File: src/hdl/isp_pkg.sv
package isp_pkg;

    localparam int unsigned CLK_HZ          = 40_000_000;
    localparam real         SAMPLE_RATE_SPS = 819.2;
    localparam real         SYNC_DRDY_US    = 600.0;
    localparam real         FLASH_BACKUP_MS = 50.0;
    localparam int unsigned SAMPLE_CYC      = int'($floor(real'(CLK_HZ) / SAMPLE_RATE_SPS));
    localparam int unsigned SYNC_DRDY_CYC   = int'($floor(real'(CLK_HZ) * SYNC_DRDY_US / 1.0e6));
    localparam int unsigned FLASH_CYC       = int'($ceil(real'(CLK_HZ) * FLASH_BACKUP_MS / 1.0e3));
    localparam logic [7:0]  DRDY_PULSE_CYC  = 8'h10;

    localparam int unsigned FRAME_BITS = 16;
    localparam logic [3:0]  FRAME_LAST = 4'hf;
    localparam int unsigned REG_WORDS  = 32;

    // word index = lower byte address / 2
    localparam logic [4:0] IDX_FLASH_WRITE_COUNTER = 5'h00;
    localparam logic [4:0] IDX_SUPPLY    = 5'h01;
    localparam logic [4:0] IDX_AUX_ADC   = 5'h0b;
    localparam logic [4:0] IDX_CFG_FIRST = 5'h0d;
    localparam logic [4:0] IDX_GPIO      = 5'h19;
    localparam logic [4:0] IDX_MSC       = 5'h1a;
    localparam logic [4:0] IDX_SMPL      = 5'h1b;
    localparam logic [4:0] IDX_SENS      = 5'h1c;
    localparam logic [4:0] IDX_SLP       = 5'h1d;
    localparam logic [4:0] IDX_GLOB      = 5'h1f;

    localparam logic [15:0] RST_MSC  = 16'h0006;
    localparam logic [15:0] RST_SMPL = 16'h0001;
    localparam logic [15:0] RST_SENS = 16'h0402;

    localparam logic [15:0] BURST_CMD      = 16'h3e00;
    localparam int unsigned WR_BIT         = 15;
    localparam int unsigned GLOB_FLASH_BIT = 3;
    localparam int unsigned MSC_SYNC_BIT   = 4;
    localparam int unsigned GPIO_DIR_BIT   = 3;
    localparam int unsigned GPIO_DATA_BIT  = 11;
    localparam int unsigned NEW_BIT        = 15;
    localparam int unsigned ERR_BIT        = 14;
    localparam int unsigned DATA_W         = 14;

    typedef enum logic {
        MODE_FRAME = 1'b0,
        MODE_BURST = 1'b1
    } isp_mode_e;

    typedef struct packed {
        logic [4:0]        idx;
        logic              err;
        logic [DATA_W-1:0] data;
    } isp_smp_word_s;

    function automatic logic [15:0] isp_reg_reset(input logic [4:0] i);
        case (i)
            IDX_MSC:  return RST_MSC;
            IDX_SMPL: return RST_SMPL;
            IDX_SENS: return RST_SENS;
            default:  return 16'h0000;
        endcase
    endfunction : isp_reg_reset

endpackage : isp_pkg

File: src/hdl/isp_spi_slave.sv
`timescale 1ns/1ps
`default_nettype none

module isp_fifo
    import isp_pkg::*;
#(
    parameter int unsigned WIDTH = 20,
    parameter int unsigned DEPTH = 16
) (
    input  wire logic             clk_i,
    input  wire logic             rst_n_i,
    input  wire logic             ce_i,
    input  wire logic             in_valid_i,
    input  wire logic [WIDTH-1:0] in_data_i,
    output logic                  in_ready_o,
    output logic                  out_valid_o,
    output logic [WIDTH-1:0]      out_data_o,
    input  wire logic             out_ready_i
);
    // depth must be a power of two so the pointers wrap on their own
    localparam int unsigned AW = $clog2(DEPTH);

    logic [WIDTH-1:0] mem_ff [DEPTH];
    logic [AW-1:0]    wr_ff;
    logic [AW-1:0]    nxt_wr;
    logic [AW-1:0]    rd_ff;
    logic [AW-1:0]    nxt_rd;
    logic [AW:0]      cnt_ff;
    logic [AW:0]      nxt_cnt;
    logic             push;
    logic             pop;

    assign in_ready_o  = (cnt_ff != (AW+1)'(DEPTH));
    assign out_valid_o = (cnt_ff != '0);
    assign out_data_o  = mem_ff[rd_ff];
    assign push        = in_valid_i & in_ready_o;
    assign pop         = out_valid_o & out_ready_i;

    always_comb
    begin
        nxt_wr  = push ? wr_ff + 1'b1 : wr_ff;
        nxt_rd  = pop ? rd_ff + 1'b1 : rd_ff;
        nxt_cnt = cnt_ff;
        if (push && !pop)
        begin
            nxt_cnt = cnt_ff + 1'b1;
        end
        else if (pop && !push)
        begin
            nxt_cnt = cnt_ff - 1'b1;
        end
    end

    always_ff @(posedge clk_i)
    begin
        if (!rst_n_i)
        begin
            wr_ff  <= '0;
            rd_ff  <= '0;
            cnt_ff <= '0;
        end
        else if (ce_i)
        begin
            wr_ff  <= nxt_wr;
            rd_ff  <= nxt_rd;
            cnt_ff <= nxt_cnt;
            if (push)
            begin
                mem_ff[wr_ff] <= in_data_i;
            end
        end
    end
endmodule : isp_fifo

module isp_spi_slave
    import isp_pkg::*;
#(
    parameter int unsigned SAMPLE_CYC_P    = SAMPLE_CYC,
    parameter int unsigned SYNC_DRDY_CYC_P = SYNC_DRDY_CYC,
    parameter int unsigned FLASH_CYC_P     = FLASH_CYC,
    parameter int unsigned FIFO_DEPTH      = 16
) (
    input  wire logic          clk_i,
    input  wire logic          rst_n_i,
    input  wire logic          ce_i,
    input  wire logic          sclk_i,
    input  wire logic          cs_n_i,
    input  wire logic          din_i,
    output logic               dout_o,
    output logic               data_ready_pin_o,
    input  wire logic          sync_clock_pin_i,
    output logic               sync_clock_pin_o,
    output logic               sync_clock_pin_oe_n_o,
    output logic               sample_req_o,
    input  wire logic          smp_valid_i,
    input  wire isp_smp_word_s smp_word_i,
    output logic               smp_ready_o,
    output logic               flash_busy_o
);
    logic [15:0]   regs_ff [REG_WORDS];
    logic [15:0]   nxt_regs [REG_WORDS];
    logic [2:0]    sclk_sy_ff;
    logic [1:0]    cs_sy_ff;
    logic [1:0]    din_sy_ff;
    logic [2:0]    sync_sy_ff;
    logic [15:0]   rx_ff;
    logic [15:0]   nxt_rx;
    logic [15:0]   tx_ff;
    logic [15:0]   nxt_tx;
    logic          dout_ff;
    logic          nxt_dout;
    logic [3:0]    bit_ff;
    logic [3:0]    nxt_bit;
    isp_mode_e     mode_ff;
    isp_mode_e     nxt_mode;
    logic [4:0]    bidx_ff;
    logic [4:0]    nxt_bidx;
    logic [31:0]   smp_tmr_ff;
    logic [31:0]   nxt_smp_tmr;
    logic [31:0]   sync_tmr_ff;
    logic [31:0]   nxt_sync_tmr;
    logic [31:0]   flash_tmr_ff;
    logic [31:0]   nxt_flash_tmr;
    logic [15:0]   flash_write_counter_ff;
    logic [15:0]   nxt_flash_write_counter;
    logic          req_ff;
    logic          nxt_req;
    logic          pend_ff;
    logic          nxt_pend;
    logic [7:0]    drdy_cnt_ff;
    logic [7:0]    nxt_drdy_cnt;
    logic          drdy_ff;
    logic          nxt_drdy;
    logic          pin_oe_n_ff;
    logic          nxt_pin_oe_n;
    logic          pin_o_ff;
    logic          nxt_pin_o;
    logic          sclk_rise;
    logic          sclk_fall;
    logic          cs_idle;
    logic          sync_en;
    logic          sync_rise;
    logic [15:0]   rx_word;
    logic [5:0]    wr_addr;
    logic          pop;
    logic          fifo_valid;
    isp_smp_word_s fifo_word;

    assign dout_o                = dout_ff;
    assign data_ready_pin_o      = drdy_ff;
    assign sample_req_o          = req_ff;
    assign flash_busy_o          = (flash_tmr_ff != '0);
    assign sync_clock_pin_o      = pin_o_ff;
    assign sync_clock_pin_oe_n_o = pin_oe_n_ff;

    // only the second and third stages are looked at
    assign sclk_rise = sclk_sy_ff[1] & ~sclk_sy_ff[2];
    assign sclk_fall = ~sclk_sy_ff[1] & sclk_sy_ff[2];
    assign cs_idle   = cs_sy_ff[1];
    assign sync_rise = sync_sy_ff[1] & ~sync_sy_ff[2];
    assign sync_en   = regs_ff[IDX_MSC][MSC_SYNC_BIT];
    // sample words only land between frames, so a read never tears
    assign pop       = fifo_valid & cs_idle;

    isp_fifo #(
        .WIDTH ($bits(isp_smp_word_s)),
        .DEPTH (FIFO_DEPTH)
    ) u_fifo (
        .clk_i       (clk_i),
        .rst_n_i     (rst_n_i),
        .ce_i        (ce_i),
        .in_valid_i  (smp_valid_i),
        .in_data_i   (smp_word_i),
        .in_ready_o  (smp_ready_o),
        .out_valid_o (fifo_valid),
        .out_data_o  (fifo_word),
        .out_ready_i (cs_idle)
    );

    function automatic logic is_output(input logic [5:0] i);
        return (i >= {1'b0, IDX_SUPPLY}) && (i <= {1'b0, IDX_AUX_ADC});
    endfunction : is_output

    // both byte addresses of a word land here; unmapped reads give zero
    function automatic logic [15:0] rd_word(input logic [5:0] i);
        logic [15:0] w;
        w = '0;
        if (i == {1'b0, IDX_FLASH_WRITE_COUNTER})
        begin
            w = flash_write_counter_ff;
        end
        else if (i < 6'(REG_WORDS) && i != {1'b0, IDX_SLP} && i != {1'b0, IDX_GLOB})
        begin
            w = regs_ff[i[4:0]];
        end
        if (i == {1'b0, IDX_GPIO} && !regs_ff[IDX_GPIO][GPIO_DIR_BIT])
        begin
            w[GPIO_DATA_BIT] = sync_sy_ff[1];
        end
        return w;
    endfunction : rd_word

    function automatic logic [31:0] period_cyc(input logic [7:0] code);
        logic [7:0] c;
        c = (code == 8'h00) ? 8'h01 : code;
        return 32'(SAMPLE_CYC_P) * {24'h000000, c};
    endfunction : period_cyc

    always_comb
    begin
        nxt_regs      = regs_ff;
        nxt_rx        = rx_ff;
        nxt_tx        = tx_ff;
        nxt_dout      = dout_ff;
        nxt_bit       = bit_ff;
        nxt_mode      = mode_ff;
        nxt_bidx      = bidx_ff;
        nxt_smp_tmr   = smp_tmr_ff;
        nxt_sync_tmr  = sync_tmr_ff;
        nxt_flash_tmr = flash_tmr_ff;
        nxt_flash_write_counter = flash_write_counter_ff;
        nxt_req       = 1'b0;
        nxt_pend      = pend_ff;
        nxt_drdy_cnt  = drdy_cnt_ff;
        rx_word       = {rx_ff[14:0], din_sy_ff[1]};
        wr_addr       = rx_word[13:8];

        if (cs_idle)
        begin
            nxt_bit  = '0;
            nxt_mode = MODE_FRAME;
        end
        else
        begin
            if (sclk_rise)
            begin
                nxt_rx  = rx_word;
                nxt_bit = bit_ff + 1'b1;
                if (bit_ff == FRAME_LAST)
                begin
                    if (mode_ff == MODE_BURST && bidx_ff <= IDX_AUX_ADC)
                    begin
                        nxt_tx                    = rd_word({1'b0, bidx_ff});
                        nxt_regs[bidx_ff][NEW_BIT] = 1'b0;
                        nxt_bidx                  = bidx_ff + 1'b1;
                    end
                    else if (rx_word == BURST_CMD)
                    begin
                        nxt_mode                     = MODE_BURST;
                        nxt_tx                       = rd_word({1'b0, IDX_SUPPLY});
                        nxt_regs[IDX_SUPPLY][NEW_BIT] = 1'b0;
                        nxt_bidx                     = IDX_SUPPLY + 1'b1;
                    end
                    else if (rx_word[WR_BIT])
                    begin
                        nxt_mode = MODE_FRAME;
                        nxt_tx   = '0;
                        // byte lands only now, at the frame's last edge
                        if (wr_addr[5:1] >= IDX_CFG_FIRST)
                        begin
                            if (wr_addr[0])
                            begin
                                nxt_regs[wr_addr[5:1]][15:8] = rx_word[7:0];
                            end
                            else
                            begin
                                nxt_regs[wr_addr[5:1]][7:0] = rx_word[7:0];
                            end
                        end
                        // only an explicit command backs up, never a plain write
                        if (wr_addr == {IDX_GLOB, 1'b0} && rx_word[GLOB_FLASH_BIT] && flash_tmr_ff == '0)
                        begin
                            nxt_flash_tmr = 32'(FLASH_CYC_P);
                        end
                    end
                    else
                    begin
                        nxt_mode = MODE_FRAME;
                        nxt_tx   = rd_word(rx_word[14:9]);
                        if (is_output(rx_word[14:9]))
                        begin
                            nxt_regs[rx_word[13:9]][NEW_BIT] = 1'b0;
                        end
                    end
                end
            end
            if (sclk_fall)
            begin
                nxt_dout = tx_ff[15];
                nxt_tx   = {tx_ff[14:0], 1'b0};
            end
        end

        // sample pacing: internal timer or external sync edge
        if (sync_en)
        begin
            nxt_smp_tmr = period_cyc(regs_ff[IDX_SMPL][7:0]);
            if (sync_rise)
            begin
                nxt_req      = 1'b1;
                nxt_sync_tmr = 32'(SYNC_DRDY_CYC_P);
            end
        end
        else if (smp_tmr_ff <= 32'h00000001)
        begin
            nxt_req     = 1'b1;
            nxt_smp_tmr = period_cyc(regs_ff[IDX_SMPL][7:0]);
        end
        else
        begin
            nxt_smp_tmr = smp_tmr_ff - 1'b1;
        end
        if (!sync_rise && sync_tmr_ff != '0)
        begin
            nxt_sync_tmr = sync_tmr_ff - 1'b1;
        end

        // update after any read clear so a new sample always wins
        if (pop && is_output({1'b0, fifo_word.idx}))
        begin
            nxt_regs[fifo_word.idx] = {1'b1, fifo_word.err, fifo_word.data};
            if (fifo_word.idx == IDX_AUX_ADC)
            begin
                nxt_pend = 1'b1;
            end
        end

        if (pend_ff && drdy_cnt_ff == '0 && (!sync_en || sync_tmr_ff == '0))
        begin
            nxt_pend     = 1'b0;
            nxt_drdy_cnt = DRDY_PULSE_CYC;
        end
        else if (drdy_cnt_ff != '0)
        begin
            nxt_drdy_cnt = drdy_cnt_ff - 1'b1;
        end
        nxt_drdy = (nxt_drdy_cnt != '0);

        if (flash_tmr_ff == 32'h00000001)
        begin
            nxt_flash_write_counter = flash_write_counter_ff + 1'b1;
        end
        if (flash_tmr_ff != '0)
        begin
            nxt_flash_tmr = flash_tmr_ff - 1'b1;
        end

        nxt_pin_oe_n = ~(regs_ff[IDX_GPIO][GPIO_DIR_BIT] & ~sync_en);
        nxt_pin_o    = regs_ff[IDX_GPIO][GPIO_DATA_BIT];
    end

    always_ff @(posedge clk_i)
    begin
        if (!rst_n_i)
        begin
            for (int i = 0; i < REG_WORDS; i++)
            begin
                regs_ff[i] <= isp_reg_reset(5'(i));
            end
            sclk_sy_ff   <= 3'h7;
            cs_sy_ff     <= 2'h3;
            din_sy_ff    <= 2'h0;
            sync_sy_ff   <= 3'h0;
            rx_ff        <= '0;
            tx_ff        <= '0;
            dout_ff      <= 1'b0;
            bit_ff       <= '0;
            mode_ff      <= MODE_FRAME;
            bidx_ff      <= IDX_SUPPLY;
            smp_tmr_ff   <= 32'(SAMPLE_CYC_P);
            sync_tmr_ff  <= '0;
            flash_tmr_ff <= '0;
            flash_write_counter_ff <= '0;
            req_ff       <= 1'b0;
            pend_ff      <= 1'b0;
            drdy_cnt_ff  <= '0;
            drdy_ff      <= 1'b0;
            pin_oe_n_ff  <= 1'b1;
            pin_o_ff     <= 1'b0;
        end
        else if (ce_i)
        begin
            regs_ff      <= nxt_regs;
            sclk_sy_ff   <= {sclk_sy_ff[1:0], sclk_i};
            cs_sy_ff     <= {cs_sy_ff[0], cs_n_i};
            din_sy_ff    <= {din_sy_ff[0], din_i};
            sync_sy_ff   <= {sync_sy_ff[1:0], sync_clock_pin_i};
            rx_ff        <= nxt_rx;
            tx_ff        <= nxt_tx;
            dout_ff      <= nxt_dout;
            bit_ff       <= nxt_bit;
            mode_ff      <= nxt_mode;
            bidx_ff      <= nxt_bidx;
            smp_tmr_ff   <= nxt_smp_tmr;
            sync_tmr_ff  <= nxt_sync_tmr;
            flash_tmr_ff <= nxt_flash_tmr;
            flash_write_counter_ff <= nxt_flash_write_counter;
            req_ff       <= nxt_req;
            pend_ff      <= nxt_pend;
            drdy_cnt_ff  <= nxt_drdy_cnt;
            drdy_ff      <= nxt_drdy;
            pin_oe_n_ff  <= nxt_pin_oe_n;
            pin_o_ff     <= nxt_pin_o;
        end
    end

endmodule : isp_spi_slave

`default_nettype wire

File: config.mk
export PLATFORM = sky130hd
export DESIGN_NAME = isp_spi_slave
export DESIGN_NICKNAME = d
export VERILOG_FILES = /design/src/hdl/isp_pkg.sv /design/src/hdl/isp_spi_slave.sv
export SDC_FILE = /design/constraint.sdc
export NUM_CORES = 2
export LEC_CHECK = 0
export BUFFER_PORTS_ARGS = -buffer_cell sky130_fd_sc_hd__buf_2
export CAP_MARGIN = 25
export CORE_MARGIN = 2
export CORE_UTILIZATION = 58
export CTS_BUF_LIST = sky130_fd_sc_hd__clkbuf_8 sky130_fd_sc_hd__clkbuf_16
export DETAILED_ROUTE_END_ITERATION = 12
export PLACE_DENSITY_LB_ADDON = 0.15
export SKIP_CTS_REPAIR_TIMING = 1
export SLEW_MARGIN = 20
export SYNTH_ARGS = -nofsm -noshare
export SYNTH_HDL_FRONTEND = slang
export SYNTH_HIERARCHICAL = 1
export SYNTH_SLANG_ARGS = --single-unit
export TNS_END_PERCENT = 30
File: constraint.sdc
create_clock -name clk_i -period 5.3 [get_ports clk_i]
set_input_delay 0.265 -clock clk_i [delete_from_list [all_inputs] [get_ports clk_i]]
set_output_delay 0.265 -clock clk_i [all_outputs]
set_load 0.1 [all_outputs]
==> impl_metrics.ini <==
[pwr]
combPwrFrac_pct = 9.0
leakage_uw = 0.0187
p_switching_uw = 4450
p_int_uw = 13500
powerDensity_nw_per_um2 = 331
power.share.sequential_pct = 46.6
ir_worst_vdd_uv = 275
netSwitchingFraction_pct = 24.8
clkPwrFrac_pct = 44.4

[worst_setup_path]
rr_worst_depth = 20
setup.worst_path.end_class = flop
cp.required_ns = 5.85
ff2ff_setup_slack_ns = 0.27
crit_type = reg -> reg
r2r_start = regs_ff[70]
critPathMaxFanout = 6
worstPathArrival_ns = 5.57
reg2reg_to = smp_tmr_ff[15]
setup.worst_path.start_class = flop

[drt]
vias = 37000
avgRoutedWirePerCell_um = 23.9
drc_errors = 0
via_per_inst = 6.43
wirelength_um = 138000
drt.antenna.violating_nets = 0
drtPass1Iterations = 6
drt_iter0_markers = 4594

[synthesis]
syn-cell-area_um2 = 48500
syn_nets = 4747
synthFlopType = dfxtp_1
synth_edf_count = 320
ys_types = 85
ys_seq_elements = 1026
synth_seq_area_share_pct = 49.0
synthArstFlopShare_pct = 0
synth_warnings = 6
syn_avg_cell_area_um2 = 10.5
syn_inst = 4610

[clock_tree]
cts_sinks = 1026
cts_max_level = 3
cts_inserted_buffers = 106
cts-root-buf = clkbuf_16
clockBufferDepth = 3
cts_tree = yes
clk_latency_ns = 0.71
clk_pin_slew_ns = 0.06

[cells_and_area]
num-fill-cells = 6367
drive_above_1_share_pct = 15.8
final_cell_mix = 886 x nand2_1, 693 x dfxtp_1, 513 x a21oi_1
fin_nets = 4715
area_growth_pct = 11.7
final_common_cell = nand2_1
antenna_cells = 0

[timing]
worst_slew_pin_slew_ns = 1.14
relSlewSlack_pct = 23.9
setup_violations = 0
clock_skew_ns = 0.0495
period_minus_slack_ns = 5.03
slew_violations = 0
finalHoldViolCount = 1
setup_ws_ns = 0.274
fin_hold_ws_ns = -0.00526
fmaxAchievable_ghz = 0.199
fin_crit_sh_pct = 94.8

[floorplanning]
io_pins = 35
die_x_um = 293
fp.dieArea_um2 = 85900
core-area_um2 = 83200
row_count = 106
die_h_um = 293
initial_core_util_pct = 58.3

[run_status]
violations = hold timing
run_status = finished, violations left

[global_route]
antenna_found_initial = 2
overflow = 0
grtUsageTotal_pct = 32.0
grt.busiest_layer = met2
grt_first_pass_wirelength_um = 212000
grt_util_met2_pct = 48.9
grtUsageMet3_pct = 5.04
grt_pass1_vias = 34700
grt_max_degree = 180
grt_use_met1_pct = 46.9

[place]
post-place-ws_ns = 0.0247
gp_congestion = 0.929
io_buffers = 34
dpl.hpwl_um = 86700

[worst_hold_path]
hold_path.class = in -> reg
holdPathStages = 2
min_from = ce_i
worstHoldEndpoint = regs_ff[335]

[job]
max-cap-violations = 0
## critical path, stage by stage (launching register included)
cell	delay (ns)
dfxtp_1	0.33
inv_1	0.07
ha_1	0.20
nand4_1	0.10
buf_4	0.15
and2_1	0.22
ha_2	0.34
fa_1	0.53
fa_1	0.51
inv_1	0.05
fa_1	0.50
inv_1	0.05
ha_1	0.20
a21o_1	0.17
or4_4	0.50
a31oi_4	0.21
buf_4	0.14
o21bai_1	0.08
xor2_1	0.15
a221oi_1	0.29
nand2_1	0.10
## synth_stat cells, types with 4 or more instances
library cell,count,area [um2]
nand2_1,886,3330
dfxtp_1,706,14100
a21oi_1,513,2570
mux4_2,325,7320
edfxtp_1,320,9610
nor2_1,308,1160
clkbuf_1,271,1020
o21ai_0,186,931
inv_1,105,394
mux2i_1,98,981
nand3_1,95,475
ha_1,71,888
nor3_1,68,340
a22oi_1,55,413
and2_1,55,344
xor2_1,43,377
buf_1,40,150
xnor2_1,39,342
fa_1,38,761
nor4_1,36,225
or3_1,25,156
nand4_1,23,144
a221oi_1,22,193
and3_1,22,138
a31oi_1,20,125
nand2b_1,18,113
a221o_1,16,160
buf_2,15,75.1
or4_1,15,113
nor2b_1,14,87.6
nand3b_1,11,82.6
o22ai_1,11,68.8
a21o_1,10,75.1
o21a_1,9,67.6
nor3b_1,8,60.1
o211ai_1,7,52.6
nand4b_1,6,52.6
or2_2,6,37.5
a211oi_1,5,37.5
a41oi_1,5,43.8
and4_1,5,43.8
o21bai_1,5,37.5
o31ai_1,5,37.5
a32o_1,4,40.0
## power by group through the flow
stage	Combinational [uW]	Sequential [uW]	Clock, uW
2_1_floorplan	1250	8440	0
3_5_place_dp	1570	8530	0
6_report	1610	8360	7950
5_1_grt	1740	8380	8360
3_3_place_gp	1550	8530	0
4_1_cts	1580	8360	8020
## metal layers
metal  share of wire, %  up-vias
li1                   -    16600
met1                 41    18200
met2                 45     1845
met3                 10      279
met4                3.3        2
met5             0.0080        -
## cell type report
type	count	area (um2)	share of cell area (%)
Clock inverter	78	912	1.69
Clock buffer	123	2910	5.38
Sequential cell	1026	23800	43.9
Inverter	106	405	0.749
Timing Repair Buffer	188	1530	2.83
Multi-Input combinational cell	3150	23200	42.9
Tap cell	1080	1350	2.50
## worst max path at each step
| stage | start | to | slack, ns | cells past startpoint |
|---|---|---|---|---|
| after floorplan | regs_ff[70] | smp_tmr_ff[23] | 0.19 | 22 |
| after global placement | regs_ff[70] | smp_tmr_ff[23] | 0.1 | 19 |
| after CTS | regs_ff[70] | smp_tmr_ff[23] | -0.03 | 19 |
| final | regs_ff[70] | smp_tmr_ff[15] | 0.27 | 20 |
| after detailed placement | regs_ff[70] | smp_tmr_ff[23] | 0.02 | 19 |
| after global routing | regs_ff[70] | smp_tmr_ff[22] | -0.009 | 21 |
## kinds of logic (layout without fill, tap and decap cells)
family | after synthesis | after routing | share of synthesized area (%)
AND/OR/NAND/NOR | 1618 | 1618 | 14.7
flip-flops | 1026 | 1026 | 49.0
AO/OA/AOI/OAI | 915 | 915 | 10.8
buffers and inverters | 434 | 495 | 3.42
multiplexers | 426 | 426 | 17.2
adder cells (fa/ha/maj) | 109 | 109 | 3.40
XOR/XNOR | 82 | 82 | 1.48
## stage by stage
step	area, um2	power, uW	cells	utilization (%)	setup TNS [ns]
2_1_floorplan	48500	9690	4610	-	0
3_3_place_gp	49900	10100	5515	60.0	0
3_5_place_dp	49900	10100	5517	60.0	0
4_1_cts	53700	18000	5718	64.6	-0.0251
5_1_grt	54100	18500	5751	65.1	-0.0139
6_report	54100	17900	5751	65.1	0
## sequential cells by signal, summed over array words and instances (netlist names), 2 cells and up, named ones only
register	count
din_sy_ff	2
sclk_sy_ff	3
drdy_cnt_ff	8
bit_ff	4
flash_tmr_ff	32
bidx_ff	5
sync_sy_ff	3
tx_ff	16
regs_ff	511
u_fifo/wr_ff	4
u_fifo/cnt_ff	5
rx_ff	15
smp_tmr_ff	32
cs_sy_ff	2
u_fifo/mem_ff	320
sync_tmr_ff	32
u_fifo/rd_ff	4
flash_write_counter_ff	16
Power figures use the tool's default switching activity.
